$ cat src/rtl/dct_pkg.sv
package dct_pkg;

  // ****************************************************************
  // register byte addresses on the avalon bus
  // ****************************************************************
  localparam logic [5:0] ADDR_CONTROL   = 6'h00;
  localparam logic [5:0] ADDR_MODE      = 6'h04;
  localparam logic [5:0] ADDR_CLOCK     = 6'h08;
  localparam logic [5:0] ADDR_T0_LOW    = 6'h0C;
  localparam logic [5:0] ADDR_T0_HIGH   = 6'h10;
  localparam logic [5:0] ADDR_T1_LOW    = 6'h14;
  localparam logic [5:0] ADDR_T1_HIGH   = 6'h18;
  localparam logic [5:0] ADDR_IRQ_CFG   = 6'h1C;
  localparam logic [5:0] ADDR_IRQ_EN    = 6'h20;

  // ****************************************************************
  // field positions
  // ****************************************************************
  // timer_control_reg
  localparam int CTL_T0_RUN  = 4;
  localparam int CTL_T0_OVF  = 5;
  localparam int CTL_T1_RUN  = 6;
  localparam int CTL_T1_OVF  = 7;
  // timer_mode_reg: timer 0 in bits 3..0, timer 1 in bits 7..4
  localparam int MOD_T0_MODE = 0;
  localparam int MOD_T0_CSEL = 2;
  localparam int MOD_T0_GATE = 3;
  localparam int MOD_T1_MODE = 4;
  localparam int MOD_T1_CSEL = 6;
  localparam int MOD_T1_GATE = 7;
  // clock_control_reg
  localparam int CLK_PRESCALE = 0;
  localparam int CLK_T0_SYS   = 3;
  localparam int CLK_T1_SYS   = 4;
  // ext_irq_config_reg
  localparam int CFG_A_POL    = 3;
  localparam int CFG_B_POL    = 7;
  // irq_enable_reg
  localparam int IEN_T0       = 1;
  localparam int IEN_T1       = 3;

  // ****************************************************************
  // reset values and prescaler divides
  // ****************************************************************
  localparam logic [7:0] RST_BYTE     = 8'h00;
  localparam logic [5:0] DIV_PS_0     = 6'h0B;   // sysclk / 12
  localparam logic [5:0] DIV_PS_1     = 6'h03;   // sysclk / 4
  localparam logic [5:0] DIV_PS_2     = 6'h2F;   // sysclk / 48
  localparam logic [2:0] DIV_EXT      = 3'h7;    // external osc / 8

  // timer operating modes
  typedef enum logic [1:0] {
    DCT_M13, DCT_M16, DCT_M8R, DCT_MSPLIT
  } dct_mode_e;

endpackage : dct_pkg

$ cat src/rtl/dct_timers.sv
// Contract
// - two timers, four modes each, separate two-bit mode fields
// - each count is sixteen bits, accessed as low and high bytes
// - mode 0 counts thirteen bits: high byte plus low bits 4..0
// - thirteen-bit wrap to zero sets overflow flag and requests interrupt
// - counter select one counts falling edges of event pin
// - counter select zero counts sysclk or selected prescaled clock
// - counts while run set and gate off or irq input active
// - setting run never clears or reloads the count
// - external events counted up to a quarter of sysclk
// - mode 1 is mode 0 with all sixteen bits
// - mode 2 low byte counts, reloads from high byte on wrap
// - mode 3 timer 0 low byte is own eight-bit counter/timer
// - mode 3 timer 0 high byte timer, timer 1 run and flag
// - timer 0 in mode 3: timer 1 internal clocks, no flag
// - timer 0 in mode 3: timer 1 runs unless its mode is 3
// - timer 1 overflow pulse always available to other blocks
// - timer 1 uses its own bytes, bits and irq input b
// - interrupt request only with that timer's enable bit set
// - clock from five sources: sysclk, three prescales, external / 8
//
// Design decisions made here: the register offsets and the Avalon-MM slave port.
`timescale 1ns/1ns
module dct_timers
  import dct_pkg::*;
(
  input  wire logic        clk,              // 125 mhz system clock
  input  wire logic        rstn,             // synchronous reset, active low
  input  wire logic [5:0]  address,          // avalon byte address
  input  wire logic        read,             // avalon read request
  input  wire logic        write,            // avalon write request
  input  wire logic [31:0] writedata,        // avalon write data
  input  wire logic [3:0]  byteenable,       // avalon byte lanes
  output logic      [31:0] readdata,         // avalon read data
  output logic             waitrequest,      // avalon stall
  input  wire logic        t0_event_pin,     // timer 0 count input
  input  wire logic        t1_event_pin,     // timer 1 count input
  input  wire logic        ext_irq_input_a,  // timer 0 gate input
  input  wire logic        ext_irq_input_b,  // timer 1 gate input
  input  wire logic        ext_osc_pin,      // external oscillator clock
  input  wire logic        t0_irq_ack,       // interrupt system clears t0 flag
  input  wire logic        t1_irq_ack,       // interrupt system clears t1 flag
  output logic             t0_irq_req,       // timer 0 interrupt request
  output logic             t1_irq_req,       // timer 1 interrupt request
  output logic             t1_overflow_tick  // timer 1 overflow, one cycle
);

  // ****************************************************************
  // state
  // ****************************************************************
  logic [7:0] timer_control_reg, next_timer_control_reg;
  logic [7:0] timer_mode_reg,    next_timer_mode_reg;
  logic [7:0] clock_control_reg, next_clock_control_reg;
  logic [7:0] ext_irq_config_reg, next_ext_irq_config_reg;
  logic [7:0] irq_enable_reg,    next_irq_enable_reg;
  logic [7:0] t0_count_low,  next_t0_count_low;
  logic [7:0] t0_count_high, next_t0_count_high;
  logic [7:0] t1_count_low,  next_t1_count_low;
  logic [7:0] t1_count_high, next_t1_count_high;
  logic [2:0] ev0_sync, next_ev0_sync;
  logic [2:0] ev1_sync, next_ev1_sync;
  logic [1:0] ga_sync,  next_ga_sync;
  logic [1:0] gb_sync,  next_gb_sync;
  logic [2:0] osc_sync, next_osc_sync;
  logic [5:0] ps_cnt,   next_ps_cnt;
  logic [2:0] ext_cnt,  next_ext_cnt;
  logic       ps_tick,  next_ps_tick;
  logic        next_waitrequest;
  logic [31:0] next_readdata;
  logic        next_t0_irq_req;
  logic        next_t1_irq_req;
  logic        next_t1_overflow_tick;

  // ****************************************************************
  // counting helpers
  // ****************************************************************
  // one increment of a timer pair in modes 0..2; returns {ovf, hi, lo}
  function automatic logic [16:0] dct_step(input logic [7:0] lo,
                                           input logic [7:0] hi,
                                           input dct_mode_e  md);
    logic [12:0] c13;
    logic [15:0] c16;
    logic [16:0] res;
    c13 = {hi, lo[4:0]} + 13'h0001;
    c16 = {hi, lo} + 16'h0001;
    res = {1'b0, hi, lo};
    unique case (md)
      // upper low bits just ride along, software masks them
      DCT_M13: res = {({hi, lo[4:0]} == 13'h1FFF), c13[12:5], lo[7:5], c13[4:0]};
      DCT_M16: res = {({hi, lo} == 16'hFFFF), c16};
      DCT_M8R: res = (lo == 8'hFF) ? {1'b1, hi, hi}
                                   : {1'b0, hi, lo + 8'h01};
      DCT_MSPLIT: res = {1'b0, hi, lo};                                          // held
    endcase
    return res;
  endfunction : dct_step

  // ****************************************************************
  // combinational next state
  // ****************************************************************
  logic        bus_go;
  logic        lane0_wr;
  logic [7:0]  wd;
  logic        ev0_fall, ev1_fall, osc_rise;
  logic        int_tick0, int_tick1;
  logic        t0_en, t1_en, t0_tick, t1_tick, th0_en;
  logic        t0_split;
  dct_mode_e   m0, m1;
  logic [16:0] s0, s1;
  logic        t0_ovf, t1_ovf, t1_flag_ovf;
  logic [7:0]  rd_byte;

  always_comb begin
    // bus access completes in the cycle waitrequest is low
    bus_go   = (read || write) && !waitrequest;
    lane0_wr = write && bus_go && byteenable[0];
    wd       = writedata[7:0];

    // two-flop synchronisers, third stage only for edge compare
    next_ev0_sync = {ev0_sync[1:0], t0_event_pin};
    next_ev1_sync = {ev1_sync[1:0], t1_event_pin};
    next_ga_sync  = {ga_sync[0], ext_irq_input_a};
    next_gb_sync  = {gb_sync[0], ext_irq_input_b};
    next_osc_sync = {osc_sync[1:0], ext_osc_pin};
    // falling edge one cycle late; fine up to sysclk / 4 events
    ev0_fall = ev0_sync[2] && !ev0_sync[1];
    ev1_fall = ev1_sync[2] && !ev1_sync[1];
    osc_rise = !osc_sync[2] && osc_sync[1];

    // prescaler: three sysclk divides or external osc / 8
    next_ps_cnt  = ps_cnt;
    next_ext_cnt = ext_cnt;
    next_ps_tick = 1'b0;
    unique case (clock_control_reg[CLK_PRESCALE +: 2])
      2'd0: next_ps_tick = (ps_cnt >= DIV_PS_0);
      2'd1: next_ps_tick = (ps_cnt >= DIV_PS_1);
      2'd2: next_ps_tick = (ps_cnt >= DIV_PS_2);
      2'd3: next_ps_tick = osc_rise && (ext_cnt == DIV_EXT);
    endcase
    if (clock_control_reg[CLK_PRESCALE +: 2] == 2'd3) begin
      next_ps_cnt = 6'h00;
    end else begin
      next_ps_cnt = next_ps_tick ? 6'h00 : ps_cnt + 6'h01;
    end
    if (osc_rise) begin
      next_ext_cnt = ext_cnt + 3'h1;
    end

    // internal timebase per timer
    int_tick0 = clock_control_reg[CLK_T0_SYS] ? 1'b1 : ps_tick;
    int_tick1 = clock_control_reg[CLK_T1_SYS] ? 1'b1 : ps_tick;

    m0       = dct_mode_e'(timer_mode_reg[MOD_T0_MODE +: 2]);
    m1       = dct_mode_e'(timer_mode_reg[MOD_T1_MODE +: 2]);
    t0_split = (m0 == DCT_MSPLIT);

    // run and gate; polarity bit one means active high
    t0_en = timer_control_reg[CTL_T0_RUN] &&
            (!timer_mode_reg[MOD_T0_GATE] ||
             (ga_sync[1] == ext_irq_config_reg[CFG_A_POL]));
    t0_tick = timer_mode_reg[MOD_T0_CSEL] ? ev0_fall : int_tick0;
    th0_en  = timer_control_reg[CTL_T1_RUN] && int_tick0;

    if (t0_split) begin
      // timer 1 borrowed: internal clocks, mode field is its run
      t1_en   = (m1 != DCT_MSPLIT);
      t1_tick = int_tick1;
    end else begin
      t1_en = timer_control_reg[CTL_T1_RUN] &&
              (!timer_mode_reg[MOD_T1_GATE] ||
               (gb_sync[1] == ext_irq_config_reg[CFG_B_POL]));
      t1_tick = timer_mode_reg[MOD_T1_CSEL] ? ev1_fall : int_tick1;
    end

    // count updates; the run bit only gates, never clears
    next_t0_count_low  = t0_count_low;
    next_t0_count_high = t0_count_high;
    next_t1_count_low  = t1_count_low;
    next_t1_count_high = t1_count_high;
    t0_ovf      = 1'b0;
    t1_ovf      = 1'b0;
    t1_flag_ovf = 1'b0;

    s0 = dct_step(t0_count_low, t0_count_high, m0);
    s1 = dct_step(t1_count_low, t1_count_high, m1);
    if (t0_split) begin
      if (t0_en && t0_tick) begin
        next_t0_count_low = t0_count_low + 8'h01;
        t0_ovf = (t0_count_low == 8'hFF);
      end
      if (th0_en) begin
        next_t0_count_high = t0_count_high + 8'h01;
        t1_flag_ovf = (t0_count_high == 8'hFF);
      end
    end else if (t0_en && t0_tick) begin
      {t0_ovf, next_t0_count_high, next_t0_count_low} = s0;
    end
    if (t1_en && t1_tick && (t0_split || m1 != DCT_MSPLIT)) begin
      {t1_ovf, next_t1_count_high, next_t1_count_low} = s1;
    end
    if (!t0_split) begin
      t1_flag_ovf = t1_ovf;
    end

    // bus writes to count bytes land on this edge, over counting
    if (lane0_wr && address == ADDR_T0_LOW)  next_t0_count_low  = wd;
    if (lane0_wr && address == ADDR_T0_HIGH) next_t0_count_high = wd;
    if (lane0_wr && address == ADDR_T1_LOW)  next_t1_count_low  = wd;
    if (lane0_wr && address == ADDR_T1_HIGH) next_t1_count_high = wd;

    // configuration registers
    next_timer_mode_reg     = (lane0_wr && address == ADDR_MODE)    ? wd : timer_mode_reg;
    next_clock_control_reg  = (lane0_wr && address == ADDR_CLOCK)   ? wd : clock_control_reg;
    next_ext_irq_config_reg = (lane0_wr && address == ADDR_IRQ_CFG) ? wd : ext_irq_config_reg;
    next_irq_enable_reg     = (lane0_wr && address == ADDR_IRQ_EN)  ? wd : irq_enable_reg;

    // flags: hardware set beats a same-cycle clear or ack
    next_timer_control_reg = (lane0_wr && address == ADDR_CONTROL) ? wd : timer_control_reg;
    if (t0_irq_ack) next_timer_control_reg[CTL_T0_OVF] = 1'b0;
    if (t1_irq_ack) next_timer_control_reg[CTL_T1_OVF] = 1'b0;
    if (t0_ovf) next_timer_control_reg[CTL_T0_OVF] = 1'b1;
    if (t1_flag_ovf) next_timer_control_reg[CTL_T1_OVF] = 1'b1;

    // requests registered from flag and enable
    next_t0_irq_req = next_timer_control_reg[CTL_T0_OVF] && next_irq_enable_reg[IEN_T0];
    next_t1_irq_req = next_timer_control_reg[CTL_T1_OVF] && next_irq_enable_reg[IEN_T1];
    next_t1_overflow_tick = t1_ovf;

    // read mux; unmapped addresses read zero
    unique case (address)
      ADDR_CONTROL: rd_byte = timer_control_reg;
      ADDR_MODE:    rd_byte = timer_mode_reg;
      ADDR_CLOCK:   rd_byte = clock_control_reg;
      ADDR_T0_LOW:  rd_byte = t0_count_low;
      ADDR_T0_HIGH: rd_byte = t0_count_high;
      ADDR_T1_LOW:  rd_byte = t1_count_low;
      ADDR_T1_HIGH: rd_byte = t1_count_high;
      ADDR_IRQ_CFG: rd_byte = ext_irq_config_reg;
      ADDR_IRQ_EN:  rd_byte = irq_enable_reg;
      default:      rd_byte = RST_BYTE;
    endcase

    // one wait state per access keeps readdata a flop output
    next_waitrequest = !((read || write) && waitrequest);
    next_readdata    = (read && waitrequest) ? {24'h00_0000, rd_byte} : readdata;
  end

  // ****************************************************************
  // registers
  // ****************************************************************
  // all state takes its next value every edge
  always_ff @(posedge clk) begin
    if (!rstn) begin
      timer_control_reg  <= RST_BYTE;
      timer_mode_reg     <= RST_BYTE;
      clock_control_reg  <= RST_BYTE;
      ext_irq_config_reg <= RST_BYTE;
      irq_enable_reg     <= RST_BYTE;
      t0_count_low       <= RST_BYTE;
      t0_count_high      <= RST_BYTE;
      t1_count_low       <= RST_BYTE;
      t1_count_high      <= RST_BYTE;
      ev0_sync           <= 3'h0;
      ev1_sync           <= 3'h0;
      ga_sync            <= 2'h0;
      gb_sync            <= 2'h0;
      osc_sync           <= 3'h0;
      ps_cnt             <= 6'h00;
      ext_cnt            <= 3'h0;
      ps_tick            <= 1'b0;
      waitrequest        <= 1'b1;
      readdata           <= 32'h0000_0000;
      t0_irq_req         <= 1'b0;
      t1_irq_req         <= 1'b0;
      t1_overflow_tick   <= 1'b0;
    end else begin
      timer_control_reg  <= next_timer_control_reg;
      timer_mode_reg     <= next_timer_mode_reg;
      clock_control_reg  <= next_clock_control_reg;
      ext_irq_config_reg <= next_ext_irq_config_reg;
      irq_enable_reg     <= next_irq_enable_reg;
      t0_count_low       <= next_t0_count_low;
      t0_count_high      <= next_t0_count_high;
      t1_count_low       <= next_t1_count_low;
      t1_count_high      <= next_t1_count_high;
      ev0_sync           <= next_ev0_sync;
      ev1_sync           <= next_ev1_sync;
      ga_sync            <= next_ga_sync;
      gb_sync            <= next_gb_sync;
      osc_sync           <= next_osc_sync;
      ps_cnt             <= next_ps_cnt;
      ext_cnt            <= next_ext_cnt;
      ps_tick            <= next_ps_tick;
      waitrequest        <= next_waitrequest;
      readdata           <= next_readdata;
      t0_irq_req         <= next_t0_irq_req;
      t1_irq_req         <= next_t1_irq_req;
      t1_overflow_tick   <= next_t1_overflow_tick;
    end
  end

endmodule : dct_timers

$ cat config.mk
export PLATFORM = sky130hd
export DESIGN_NAME = dct_timers
export DESIGN_NICKNAME = d
export VERILOG_FILES = /design/src/rtl/dct_pkg.sv /design/src/rtl/dct_timers.sv
export SDC_FILE = /design/constraint.sdc
export NUM_CORES = 1
export LEC_CHECK = 0
export BUFFER_PORTS_ARGS = -buffer_cell sky130_fd_sc_hd__buf_4
export CORE_UTILIZATION = 45
export CTS_CLUSTER_DIAMETER = 150
export DETAILED_ROUTE_END_ITERATION = 10
export HOLD_SLACK_MARGIN = 0.15
export PLACE_DENSITY = 0.68
export SKIP_CTS_REPAIR_TIMING = 1
export SLEW_MARGIN = 20
export SYNTH_ARGS = -nofsm -noshare
export SYNTH_HDL_FRONTEND = slang
export SYNTH_SLANG_ARGS = --single-unit
$ cat constraint.sdc
create_clock -name clk -period 2.39 [get_ports clk]
set_clock_uncertainty 0.15 [all_clocks]
set_input_delay 0.717 -clock clk [delete_from_list [all_inputs] [get_ports clk]]
set_output_delay 0.717 -clock clk [all_outputs]
set_load 0.005 [all_outputs]
# Word-level counts from Yosys, hierarchy flattened
# Cells that the tools add are included.
# word_totals
regBits,107
in_bits,53
out_inout_bits,36
elab_cells,161
# op_classes
addsub,9
order_cmp,3
n_eq_ne,35
mux,36
n_bitwise,1
n_reduce_logical,51
# ops
cell,count
8-bit 2-to-1 mux,13
8-bit case mux with 9 select lines,1
17-bit case mux with 4 select lines,1
17-bit case mux with 3 select lines,1
17-bit 2-to-1 mux,2
"16-bit by 1-bit adder with 16-bit output, second input constant",2
"16-bit equality test, second input constant",2
"13-bit by 1-bit adder with 13-bit output, second input constant",2
"13-bit equality test, second input constant",2
1-bit logical AND,26
"8-bit by 1-bit adder with 8-bit output, second input constant",3
"6-bit by 5-bit equality test with 1-bit output, second input constant",4
"8-bit equality test, second input constant",3
1-bit 2-to-1 mux,16
"2-bit equality test, second input constant",6
"6-bit by 4-bit equality test with 1-bit output, second input constant",2
"2-bit inequality test, second input constant",5
3-bit AND reduction,3
1-bit logical NOT,7
"6-bit by 1-bit adder with 6-bit output, second input constant",1
"2-bit by 1-bit equality test with 1-bit output, second input constant",3
"6-bit by 3-bit equality test with 1-bit output, second input constant",1
"6-bit equality test, second input constant",1
"6-bit by 2-bit greater-or-equal comparator with 1-bit output, second input constant",1
other kinds (17),27

# Longest topological paths before layout
# Gate-level depths: netlist (run 1).
# logic_depth
ltp_word,10
depth_mapped,9
ltp_nobuf,8

# Worst setup path after synthesis (run 1)
# Ideal clock, no wire load.
# synth_timing
kind,input to register
start,in address[5]
end,reg t1_irq_req
setup_time_ns,0.131
arrival_ns,2.335
t_required_ns,2.109
path_slack_ns,-0.226
path_stages,8
path_buffers,2
cell_sequence,or4_1 buf_2 or4_1 buf_2 mux2i_1 o32ai_1 a21oi_1 nor3_1
# synth_between
elab_chain_len,6
word_cells_on_any_way,9
cone_classes,eq/ne: 1; mux: 4; reduce/logical: 4
# synth_rtl
element,line_no,source
start: declaration,dct_timers.sv:29,"input wire logic [5:0] address,"
6-bit logical NOT,dct_timers.sv:218,next_timer_control_reg = (lane0_wr && address == ADDR_CONTROL) ? wd : timer_control_reg;
1-bit logical AND,dct_timers.sv:218,
8-bit 2-to-1 mux,dct_timers.sv:218,
1-bit 2-to-1 mux,dct_timers.sv:220,if (t1_irq_ack) next_timer_control_reg[CTL_T1_OVF] = 1'b0;
1-bit 2-to-1 mux,dct_timers.sv:222,if (t1_flag_ovf) next_timer_control_reg[CTL_T1_OVF] = 1'b1;
1-bit logical AND *,dct_timers.sv:226,next_t1_irq_req = next_timer_control_reg[CTL_T1_OVF] && next_irq_enable_reg[IEN_T1];
end signal: assignment,dct_timers.sv:297,t1_irq_req <= next_t1_irq_req;
end: declaration,dct_timers.sv:44,"output logic t1_irq_req,"
# Mark *: on every way between the ends. The rest lies on a longest branch, timed or not.
# A chain may end at the register's enable or synchronous reset.

# Worst setup path after layout (run 1)
# layout_timing
start,in address[5]
end,reg clock_control_reg[1]
# layout_between
elab_chain_len,2
# layout_rtl
element,line_no,source
6-bit by 4-bit equality test with 1-bit output,dct_timers.sv:213,next_clock_control_reg = (lane0_wr && address == ADDR_CLOCK) ? wd : clock_control_reg;
1-bit logical AND,dct_timers.sv:213,
end signal: assignment,dct_timers.sv:279,clock_control_reg <= next_clock_control_reg;
end: declaration,dct_timers.sv:53,"logic [7:0] clock_control_reg, next_clock_control_reg;"
# No other way between the ends.

==> run_summary.xml, run 1 <==
<?xml version="1.0" encoding="UTF-8"?>
<metrics>
  <group name="logic_synthesis">
    <metric name="ys_async_sr_fraction" unit="">0</metric>
    <metric name="largest_family_of_logic_cells_by_synthesized_area" unit="">simple AND/OR/NAND/NOR gates</metric>
    <metric name="synthFlopType" unit="">dfxtp_1</metric>
    <metric name="synth_enable_flop_cells" unit="">0</metric>
    <metric name="avgSynthCellArea" unit="um^2">7.92</metric>
    <metric name="synthSimpleGateAreaFrac" unit="">0.240</metric>
    <metric name="synth.area.mux_share" unit="">0.0355</metric>
    <metric name="synth.distinct_cells" unit="">69</metric>
    <metric name="netlist.area_leader.share" unit="">0.353</metric>
    <metric name="postSynthRegisterBits" unit="">107</metric>
    <metric name="synth-compound-area-share" unit="">0.238</metric>
    <metric name="synth.top_cells.by_area" unit="">dfxtp_1 35%, a21oi_1 5.5%, nand2_1 4.5%</metric>
    <metric name="yosysTopAreaCell" unit="">dfxtp_1</metric>
    <metric name="yosysWarnings" unit="">0</metric>
    <metric name="synthAdderAreaFrac" unit="">0.0223</metric>
    <metric name="synth_xor_area_frac" unit="">0.0375</metric>
    <metric name="synth-seq-area-share" unit="">0.353</metric>
    <metric name="cell_area_after_synthesis" unit="um^2">6070</metric>
    <metric name="syn_inst" unit="">766</metric>
  </group>
  <group name="timing">
    <metric name="timing.final.crit_period" unit="ns">2.34</metric>
    <metric name="fmax" unit="MHz">427</metric>
    <metric name="setup_violations" unit="">0</metric>
    <metric name="timing.slew.headroom" unit="">0.639</metric>
    <metric name="timing.final.max_slew_violations" unit="">0</metric>
    <metric name="hold-worst-slack" unit="ns">0.290</metric>
    <metric name="post-route-worst-setup-slack" unit="ns">0.0490</metric>
    <metric name="finalCritPeriodShare" unit="">0.979</metric>
    <metric name="final_hold_viol_count" unit="">0</metric>
    <metric name="rsz0062_at_grt" unit="">false</metric>
    <metric name="worst_slew_pin_slew" unit="ns">0.542</metric>
  </group>
  <group name="hold_path">
    <metric name="worstHoldPathCells" unit="">1</metric>
    <metric name="timing.hold.worst.class" unit="">register to register</metric>
    <metric name="start_point_of_the_worst_hold_path" unit="">gb_sync[0]</metric>
    <metric name="min_to" unit="">gb_sync[1]</metric>
  </group>
  <group name="setup_path">
    <metric name="worst_ep_arrival_time" unit="ns">2.43</metric>
    <metric name="crit_slowest_cell" unit="">or4_4</metric>
    <metric name="start_kind" unit="">input pin</metric>
    <metric name="timing.critical_path.mode_cell" unit="">buf_4</metric>
    <metric name="longest_individual_stage_delay_on_the_worst_path" unit="ns">0.56</metric>
    <metric name="r2r_cells" unit="">8</metric>
    <metric name="r2r-end" unit="">t0_count_low[5]</metric>
    <metric name="cell_family_with_the_largest_share_of_critical_path_delay" unit="">simple AND/OR/NAND/NOR gates</metric>
    <metric name="crit_chain" unit="">buf_4 -&gt; or4_4 -&gt; buf_4 -&gt; nor2b_1 -&gt; buf_4 -&gt; nand2_1 -&gt; nand2_1 -&gt; a21oi_1</metric>
    <metric name="crit_required" unit="ns">2.48</metric>
    <metric name="critPathBufInv" unit="">3</metric>
    <metric name="worstSetupEndpointType" unit="">register</metric>
    <metric name="r2r-start" unit="">timer_mode_reg[0]</metric>
    <metric name="reg2reg_slack" unit="ns">0.12</metric>
    <metric name="cp_max_fo" unit="">15</metric>
    <metric name="worst_setup_path_startpoint" unit="">address[5]</metric>
    <metric name="worst-setup-path-type" unit="">input pin to register</metric>
  </group>
  <group name="detailed_routing">
    <metric name="first_iter_violations" unit="">759</metric>
    <metric name="routed_wirelength" unit="um">20400</metric>
    <metric name="drtPass1Iterations" unit="">7</metric>
    <metric name="remaining_drc_errors" unit="">0</metric>
    <metric name="detail_route.wl_per_cell" unit="um">19.9</metric>
    <metric name="vias" unit="">6339</metric>
    <metric name="vias_per_cell" unit="">6.18</metric>
    <metric name="remaining_antenna_violation_count" unit="">0</metric>
  </group>
  <group name="global_route">
    <metric name="groute.usage.overall" unit="">0.299</metric>
    <metric name="met2_demand_to_capacity_share_in_global_routing" unit="">0.465</metric>
    <metric name="globalRouteOverflowTotal" unit="">0</metric>
    <metric name="grt_pass1_wl" unit="um">32500</metric>
    <metric name="grt.busiest_layer" unit="">met2</metric>
    <metric name="grt_start_max_net_pins" unit="">33</metric>
    <metric name="first_global_vias" unit="">6001</metric>
    <metric name="met1_track_demand_over_resource" unit="">0.384</metric>
    <metric name="met3_usage" unit="">0.0528</metric>
    <metric name="number_of_antenna_violations_at_the_first_check_in_global_routing" unit="">0</metric>
  </group>
  <group name="cts">
    <metric name="clk_pin_slew_worst_paths" unit="ns">0.07</metric>
    <metric name="cts.sink_count" unit="">107</metric>
    <metric name="ctsHtreeMaxLevel" unit="">3</metric>
    <metric name="worstSkewPairLatency" unit="ns">0.36</metric>
    <metric name="clk_root_buffer_cell" unit="">clkbuf_16</metric>
    <metric name="tritoncts" unit="">built</metric>
    <metric name="longest_clk_path_bufs" unit="">2</metric>
    <metric name="cts_made_buffers" unit="">9</metric>
  </group>
  <group name="pwr">
    <metric name="ir_drop" unit="V">0.000346</metric>
    <metric name="report.power.total" unit="mW">3.51</metric>
    <metric name="power-per-cell-area" unit="nW/um^2">481</metric>
    <metric name="power.static_leakage" unit="nW">2.67</metric>
  </group>
  <group name="die">
    <metric name="chipWidth" unit="um">118</metric>
    <metric name="floorplan.io_pins" unit="">89</metric>
    <metric name="std_cell_rows" unit="">42</metric>
    <metric name="die-area" unit="um^2">14000</metric>
    <metric name="core_area" unit="um^2">13200</metric>
    <metric name="die-height" unit="um">118</metric>
    <metric name="floorplan.initialDensity" unit="">0.460</metric>
  </group>
  <group name="place">
    <metric name="dpl_cell_area" unit="um^2">6980</metric>
    <metric name="numPortBuffers" unit="">37</metric>
    <metric name="post-place-ws" unit="ns">-0.353</metric>
    <metric name="detailed_place_hpwl" unit="um">15000</metric>
    <metric name="routability_congestion" unit="">1.00</metric>
  </group>
  <group name="cells_and_area">
    <metric name="layout-drive-gt1-share" unit="">0.193</metric>
    <metric name="area_growth_from_synthesis_to_layout" unit="%">20.5</metric>
    <metric name="postLayoutCellArea" unit="um^2">7310</metric>
    <metric name="seq_area" unit="um^2">2140</metric>
    <metric name="finalNetCount" unit="">908</metric>
    <metric name="fill_cells" unit="">1199</metric>
    <metric name="multi_input_comb_area" unit="um^2">3640</metric>
    <metric name="finish.utilization" unit="">0.554</metric>
    <metric name="antennaDiodeCount" unit="">0</metric>
  </group>
  <group name="outcome">
    <metric name="run_status" unit="">complete, no violations</metric>
  </group>
  <group name="job">
    <metric name="max_cap_viol_count" unit="">0</metric>
  </group>
</metrics>
==> logic make-up after synthesis <==
family | after synthesis
mux | 19
compound gates | 221
flops | 107
buf+inv | 91
simple gates | 290
xor+xnor | 26
fa+ha+maj | 11
other cells | 1
==> worst max-delay path by stage <==
stage | slack [ns] | to | cells past startpoint
after global placement | -0.33 | t0_count_high[0] | 9
after detailed placement | -0.35 | readdata[2] | 8
final | 0.05 | clock_control_reg[1] | 8
after floorplan | -0.21 | t1_irq_req | 8
after CTS | 0.03 | readdata[2] | 8
after global routing | 0.006 | clock_control_reg[5] | 8
==> placed cells by master (no fill, tap or decap), types with 13 or more instances in the layout <==
cell	netlist	layout
a221oi_1	14	14
buf_4	24	119
a31oi_1	13	13
nand3_1	50	49
nand2_1	72	71
and2_1	25	25
o21ai_0	42	38
xnor2_1	20	20
mux2i_1	17	17
nor2_1	59	58
a21oi_1	67	67
conb_1	1	24
dfxtp_1	107	106
nor3_1	18	16
==> worst reg2reg max path, delay by kind of cell, from the launching register on <==
| kind | cells | cell delay, ns |
|---|---|---|
| compound gates | 3 | 0.44 |
| fa+ha+maj | 1 | 0.33 |
| buf+inv | 3 | 0.42 |
| flops | 1 | 0.38 |
| simple gates | 1 | 0.49 |
==> Yosys cell counts, drive strengths merged (13+ instances only) <==
master,count
and2,25
clkbuf,44
nand2,72
o21ai,42
mux2i,17
a221oi,14
dfxtp,107
nor3,19
a31oi,13
a21oi,67
buf,34
nor4,13
nand3,50
nor2,59
xnor2,20
==> layer usage <==
metal  vias up  part of all wire
met1      2991              0.40
met4         0             0.053
li1       2926                 -
met2       345              0.45
met3        77             0.088
met5         -                 0
==> layout make-up <==
cell class / instances / area share
tap: 176 / 0.0301
inverter: 13 / 0.00667
sequential: 107 / 0.293
clock inverter: 5 / 0.00565
clock buffer: 11 / 0.0332
timing repair buffer: 123 / 0.133
multi-input combinational: 591 / 0.498
==> report_power, final <==
| group | switching (mW) | total [mW] | internal (mW) |
|---|---|---|---|
| registers | 0.00966 | 1.81 | 1.80 |
| logic | 0.149 | 0.234 | 0.0844 |
| clock network | 0.724 | 1.47 | 0.748 |
| total | 0.883 | 3.51 | 2.63 |
==> per-stage QoR <==
step	setup TNS (ns)	std cells
finish	0	1026
global route	0	1026
CTS	0	1026
global placement	-12.69	1010
floorplan	-1.25	789
detailed placement	-14.40	1010
(Power assumes the default switching activity.)
==> run 2, diff against run 1 <==
Settings changed: CORE_MARGIN set to 5, REMOVE_ABC_BUFFERS set to 1.
==> run 2 against run 1 <==
Net effect: sequential cell count stayed put; sequential power hardly changed; via count is 0.85% lower; design area is 1.0% higher; largest power group unchanged.
==> run_summary.xml, run 2 (same netlist as run 1, synthesis figures left out) <==
<?xml version="1.0" encoding="UTF-8"?>
<metrics>
  <group name="detailed_routing">
    <metric name="first_iter_violations" unit="">816</metric>
    <metric name="detail_route.wl_per_cell" unit="um">19.5</metric>
    <metric name="vias_per_cell" unit="">6.05</metric>
    <metric name="remaining_antenna_violation_count" unit="">0</metric>
    <metric name="remaining_drc_errors" unit="">0</metric>
    <metric name="routed_wirelength" unit="um">20300</metric>
    <metric name="vias" unit="">6285</metric>
    <metric name="drtPass1Iterations" unit="">6</metric>
  </group>
  <group name="cts">
    <metric name="cts_made_buffers" unit="">9</metric>
    <metric name="ctsHtreeMaxLevel" unit="">3</metric>
    <metric name="longest_clk_path_bufs" unit="">2</metric>
    <metric name="cts.sink_count" unit="">107</metric>
    <metric name="clk_root_buffer_cell" unit="">clkbuf_16</metric>
    <metric name="worstSkewPairLatency" unit="ns">0.35</metric>
    <metric name="clk_pin_slew_worst_paths" unit="ns">0.07</metric>
    <metric name="tritoncts" unit="">built</metric>
  </group>
  <group name="cells_and_area">
    <metric name="layout-drive-gt1-share" unit="">0.202</metric>
    <metric name="layout.cells.most_common" unit="">buf_4</metric>
    <metric name="antennaDiodeCount" unit="">0</metric>
    <metric name="seq_area" unit="um^2">2140</metric>
    <metric name="finalNetCount" unit="">921</metric>
    <metric name="leading_cell_types_in_the_layout_fill_and_taps_excluded" unit="">130 x buf_4, 105 x dfxtp_1, 72 x nand2_1</metric>
    <metric name="fill_cells" unit="">1244</metric>
    <metric name="area_growth_from_synthesis_to_layout" unit="%">21.8</metric>
    <metric name="multi_input_comb_area" unit="um^2">3620</metric>
    <metric name="postLayoutCellArea" unit="um^2">7390</metric>
  </group>
  <group name="setup_path">
    <metric name="crit_chain" unit="">ha_1 -&gt; buf_6 -&gt; nor2b_1 -&gt; a221o_1 -&gt; buf_12 -&gt; nor4_2 -&gt; buf_4 -&gt; a21oi_1 -&gt; nor3_1</metric>
    <metric name="crit_required" unit="ns">2.52</metric>
    <metric name="cell_family_with_the_largest_share_of_critical_path_delay" unit="">simple AND/OR/NAND/NOR gates</metric>
    <metric name="worst_ep_arrival_time" unit="ns">2.48</metric>
    <metric name="crit_slowest_cell" unit="">dfxtp_2</metric>
    <metric name="start_kind" unit="">register</metric>
    <metric name="critPathBufInv" unit="">3</metric>
    <metric name="longest_individual_stage_delay_on_the_worst_path" unit="ns">0.38</metric>
    <metric name="worstSetupEndpointType" unit="">register</metric>
    <metric name="worst-setup-path-type" unit="">register to register</metric>
    <metric name="cp_max_fo" unit="">21</metric>
  </group>
  <group name="timing">
    <metric name="timing.final.max_slew_violations" unit="">0</metric>
    <metric name="worst_slew_pin_slew" unit="ns">0.515</metric>
    <metric name="hold-worst-slack" unit="ns">0.283</metric>
    <metric name="timing.slew.headroom" unit="">0.657</metric>
    <metric name="post-route-worst-setup-slack" unit="ns">0.0440</metric>
    <metric name="timing.final.crit_period" unit="ns">2.35</metric>
    <metric name="final_hold_viol_count" unit="">0</metric>
    <metric name="setup_violations" unit="">0</metric>
    <metric name="finalCritPeriodShare" unit="">0.982</metric>
    <metric name="fmax" unit="MHz">426</metric>
  </group>
  <group name="place">
    <metric name="dpl_cell_area" unit="um^2">7050</metric>
    <metric name="numPortBuffers" unit="">37</metric>
    <metric name="post-place-ws" unit="ns">-0.384</metric>
    <metric name="routability_congestion" unit="">0.963</metric>
    <metric name="detailed_place_hpwl" unit="um">15000</metric>
  </group>
  <group name="pwr">
    <metric name="power-per-cell-area" unit="nW/um^2">475</metric>
    <metric name="power.static_leakage" unit="nW">2.74</metric>
    <metric name="ir_drop" unit="V">0.000530</metric>
  </group>
  <group name="die">
    <metric name="floorplan.io_pins" unit="">89</metric>
    <metric name="die-area" unit="um^2">15900</metric>
    <metric name="std_cell_rows" unit="">42</metric>
    <metric name="core_area" unit="um^2">13200</metric>
    <metric name="die-height" unit="um">126</metric>
    <metric name="chipWidth" unit="um">126</metric>
    <metric name="floorplan.initialDensity" unit="">0.458</metric>
  </group>
  <group name="global_route">
    <metric name="number_of_antenna_violations_at_the_first_check_in_global_routing" unit="">0</metric>
    <metric name="grt_pass1_wl" unit="um">31900</metric>
    <metric name="groute.usage.overall" unit="">0.249</metric>
    <metric name="globalRouteOverflowTotal" unit="">0</metric>
    <metric name="grt_start_max_net_pins" unit="">49</metric>
    <metric name="first_global_vias" unit="">5919</metric>
  </group>
  <group name="hold_path">
    <metric name="timing.hold.worst.class" unit="">register to register</metric>
  </group>
  <group name="outcome">
    <metric name="run_status" unit="">complete, no violations</metric>
  </group>
  <group name="job">
    <metric name="max_cap_viol_count" unit="">0</metric>
  </group>
</metrics>
[run 2: cell count changes in the layout (fill, tap and decap cells not counted), moves of 2 or more]
cell / change
buf_4: +11
o21ai_0: +4
o21ai_1: -4
buf_6: +3
clkinv_4: +2
inv_6: -2
nor3_1: +2
nor3_2: -2
[run 2: final timing paths]
| check | from | end | slack [ns] | cells past startpoint |
|---|---|---|---|---|
| worst max register to register | timer_mode_reg[1] | t1_irq_req | 0.04 | 9 |
| worst min-delay path | ga_sync[0] | ga_sync[1] | 0.28 | 1 |
| worst max-delay path | timer_mode_reg[1] | t1_irq_req | 0.04 | 9 |
| worst min register to register | ga_sync[0] | ga_sync[1] | 0.28 | 1 |
[run 2: area by class of cell]
cell class | instances | share of cell area
repair buffers | 136 | 0.145
well taps | 176 | 0.0298
inverters | 13 | 0.00661
clock buffers | 10 | 0.0324
multi-input cells | 591 | 0.490
flip-flops and latches | 107 | 0.290
clock inverters | 5 | 0.00610
[run 2: per-layer routing]
layer,vias up,track usage,share of wire
met5,-,0,0
met4,0,0.111,0.041
met3,60,0.0364,0.092
met2,336,0.397,0.45
met1,2938,0.334,0.41
li1,2951,-,-
[run 2: stage by stage]
| step | utilization | std cells | TNS [ns] | power, mW |
|---|---|---|---|---|
| 3_5_place_dp | 0.532 | 1023 | -18.99 | 2.08 |
| 3_3_place_gp | 0.532 | 1023 | -18.33 | 2.07 |
| 4_1_cts | 0.554 | 1038 | -0.142 | 3.52 |
| 2_1_floorplan | - | 711 | -33.89 | 1.92 |
| 5_1_grt | 0.558 | 1038 | -0.102 | 3.64 |
| 6_report | 0.558 | 1038 | 0 | 3.51 |
[run 2: power breakdown]
group	total [mW]	leakage, nW	switching (mW)	internal, mW
Sequential	1.81	0.866	0.0100	1.80
Combinational	0.233	1.74	0.145	0.0884
Clock	1.47	0.137	0.722	0.746
==> run 3, diff against run 2 <==
Settings changed: BUFFER_PORTS_ARGS -buffer_cell sky130_fd_sc_hd__buf_4 to not set, DONT_BUFFER_PORTS set to 1, PLACE_DENSITY 0.68 to not set.
==> run 3 against run 2 <==
Net effect: combinational power shrank 49%; register-to-register slack hardly changed; critical endpoint is now t1_count_low[5]; final cell count is 5.2% lower; via count fell by 2.9%; sequential power barely moved; routed wire length rose by 1.3%.
==> run_summary.xml, run 3 (same netlist as run 1, synthesis figures left out) <==
<?xml version="1.0" encoding="UTF-8"?>
<metrics>
  <group name="outcome">
    <metric name="run_status" unit="">complete, no violations</metric>
  </group>
  <group name="detailed_routing">
    <metric name="routed_wirelength" unit="um">20500</metric>
    <metric name="detail_route.wl_per_cell" unit="um">20.9</metric>
    <metric name="first_iter_violations" unit="">882</metric>
    <metric name="remaining_drc_errors" unit="">0</metric>
    <metric name="drtPass1Iterations" unit="">5</metric>
    <metric name="vias" unit="">6102</metric>
    <metric name="remaining_antenna_violation_count" unit="">0</metric>
    <metric name="vias_per_cell" unit="">6.20</metric>
  </group>
  <group name="cts">
    <metric name="longest_clk_path_bufs" unit="">2</metric>
    <metric name="worstSkewPairLatency" unit="ns">0.36</metric>
    <metric name="clk_root_buffer_cell" unit="">clkbuf_16</metric>
    <metric name="ctsHtreeMaxLevel" unit="">3</metric>
    <metric name="clk_pin_slew_worst_paths" unit="ns">0.08</metric>
    <metric name="cts.sink_count" unit="">107</metric>
    <metric name="cts_made_buffers" unit="">9</metric>
    <metric name="tritoncts" unit="">built</metric>
  </group>
  <group name="setup_path">
    <metric name="crit_required" unit="ns">2.49</metric>
    <metric name="worst_ep_arrival_time" unit="ns">2.45</metric>
    <metric name="start_kind" unit="">register</metric>
    <metric name="cp_max_fo" unit="">14</metric>
    <metric name="worst-setup-path-type" unit="">register to register</metric>
    <metric name="worstSetupEndpointType" unit="">register</metric>
  </group>
  <group name="die">
    <metric name="std_cell_rows" unit="">42</metric>
    <metric name="die-height" unit="um">126</metric>
    <metric name="floorplan.initialDensity" unit="">0.458</metric>
    <metric name="die-area" unit="um^2">15900</metric>
    <metric name="chipWidth" unit="um">126</metric>
    <metric name="core_area" unit="um^2">13200</metric>
    <metric name="floorplan.io_pins" unit="">89</metric>
  </group>
  <group name="cells_and_area">
    <metric name="layout.cells.most_common" unit="">dfxtp_1</metric>
    <metric name="layout-drive-gt1-share" unit="">0.150</metric>
    <metric name="antennaDiodeCount" unit="">0</metric>
    <metric name="finalNetCount" unit="">867</metric>
    <metric name="area_growth_from_synthesis_to_layout" unit="%">15.2</metric>
    <metric name="postLayoutCellArea" unit="um^2">6990</metric>
    <metric name="finish.utilization" unit="">0.528</metric>
    <metric name="leading_cell_types_in_the_layout_fill_and_taps_excluded" unit="">105 x dfxtp_1, 80 x buf_4, 72 x nand2_1</metric>
  </group>
  <group name="timing">
    <metric name="rsz0062_at_grt" unit="">false</metric>
    <metric name="final_hold_viol_count" unit="">0</metric>
    <metric name="timing.final.crit_period" unit="ns">2.36</metric>
    <metric name="fmax" unit="MHz">424</metric>
    <metric name="timing.final.max_slew_violations" unit="">0</metric>
    <metric name="timing.slew.headroom" unit="">0.580</metric>
    <metric name="post-route-worst-setup-slack" unit="ns">0.0320</metric>
    <metric name="setup_violations" unit="">0</metric>
    <metric name="finalCritPeriodShare" unit="">0.987</metric>
    <metric name="worst_slew_pin_slew" unit="ns">0.623</metric>
  </group>
  <group name="place">
    <metric name="numPortBuffers" unit="">0</metric>
    <metric name="post-place-ws" unit="ns">-0.309</metric>
    <metric name="routability_congestion" unit="">0.932</metric>
    <metric name="detailed_place_hpwl" unit="um">14400</metric>
    <metric name="dpl_cell_area" unit="um^2">6600</metric>
  </group>
  <group name="pwr">
    <metric name="p_int" unit="mW">2.66</metric>
    <metric name="sw_pwr" unit="mW">0.808</metric>
    <metric name="p_seq_frac" unit="">0.521</metric>
    <metric name="share_comb_of_total_power" unit="">0.034</metric>
    <metric name="power_switching_share" unit="">0.233</metric>
    <metric name="power-per-cell-area" unit="nW/um^2">496</metric>
    <metric name="share_clk_of_total_power" unit="">0.445</metric>
    <metric name="ir_drop" unit="V">0.000585</metric>
    <metric name="power.static_leakage" unit="nW">2.46</metric>
  </group>
  <group name="global_route">
    <metric name="globalRouteOverflowTotal" unit="">0</metric>
    <metric name="met1_track_demand_over_resource" unit="">0.330</metric>
    <metric name="met3_usage" unit="">0.0576</metric>
    <metric name="groute.usage.overall" unit="">0.250</metric>
    <metric name="number_of_antenna_violations_at_the_first_check_in_global_routing" unit="">0</metric>
    <metric name="met2_demand_to_capacity_share_in_global_routing" unit="">0.402</metric>
    <metric name="grt_start_max_net_pins" unit="">49</metric>
    <metric name="grt_pass1_wl" unit="um">31700</metric>
    <metric name="first_global_vias" unit="">5780</metric>
    <metric name="grt.busiest_layer" unit="">met2</metric>
  </group>
  <group name="job">
    <metric name="max_cap_viol_count" unit="">0</metric>
  </group>
  <group name="hold_path">
    <metric name="timing.hold.worst.class" unit="">register to register</metric>
  </group>
</metrics>
-- run 3: changes by cell type in the layout (fill, tap and decap cells not counted), sizes merged --
| cell | change |
|---|---|
| buf | -55 |
| a221o | +1 |
| bufinv | +1 |
| clkbuf | -1 |
| clkinv | -1 |
| inv | +1 |
-- run 3: layer usage --
metal / vias to the layer above / share of wire
li1: 2843 / -
met1: 2901 / 0.41
met2: 316 / 0.46
met3: 42 / 0.10
met4: 0 / 0.027
met5: - / 0
-- run 3: path summary, 6_finish.rpt --
check	from	end	slack [ns]	depth (start not counted)
min	gb_sync[0]	gb_sync[1]	0.29	1
min reg2reg	gb_sync[0]	gb_sync[1]	0.29	1
max	timer_mode_reg[0]	t1_count_low[5]	0.03	7
max reg2reg	timer_mode_reg[0]	t1_count_low[5]	0.03	7
-- run 3: area by class of cell --
| type | count | area, um^2 |
|---|---|---|
| fillers | 1287 | 6250 |
| multi-input cells | 592 | 3660 |
| flip-flops and latches | 107 | 2150 |
| repair buffers | 81 | 616 |
| clock buffers | 9 | 225 |
| well taps | 176 | 220 |
| clock inverters | 6 | 72.6 |
| inverters | 13 | 52.6 |
-- run 3: per-stage QoR --
step	power, mW	TNS, ns	hold WS (ns)	std cells
floorplan	1.92	-33.89	0.262	711
global placement	1.96	-9.85	0.266	968
detailed placement	1.96	-10.07	0.277	968
CTS	3.51	-0.702	0.296	983
global route	3.60	0	0.306	984
finish	3.47	0	0.287	984
-- run 3: critical path, cell delays in order (launching register included) --
cell	delay, ns
dfxtp_2	0.40
ha_4	0.18
buf_8	0.16
nor2b_1	0.12
a221o_2	0.53
or4_1	0.51
o221ai_1	0.09
o22ai_1	0.11
-- run 3: power groups by stage --
stage                     combinational [mW]  clock, mW  sequential (mW)
after floorplan                       0.0767          0             1.85
after global placement                 0.113          0             1.85
after detailed placement               0.114          0             1.85
after CTS                              0.114       1.59             1.81
after global routing                   0.130       1.67             1.81
final                                  0.118       1.54             1.81
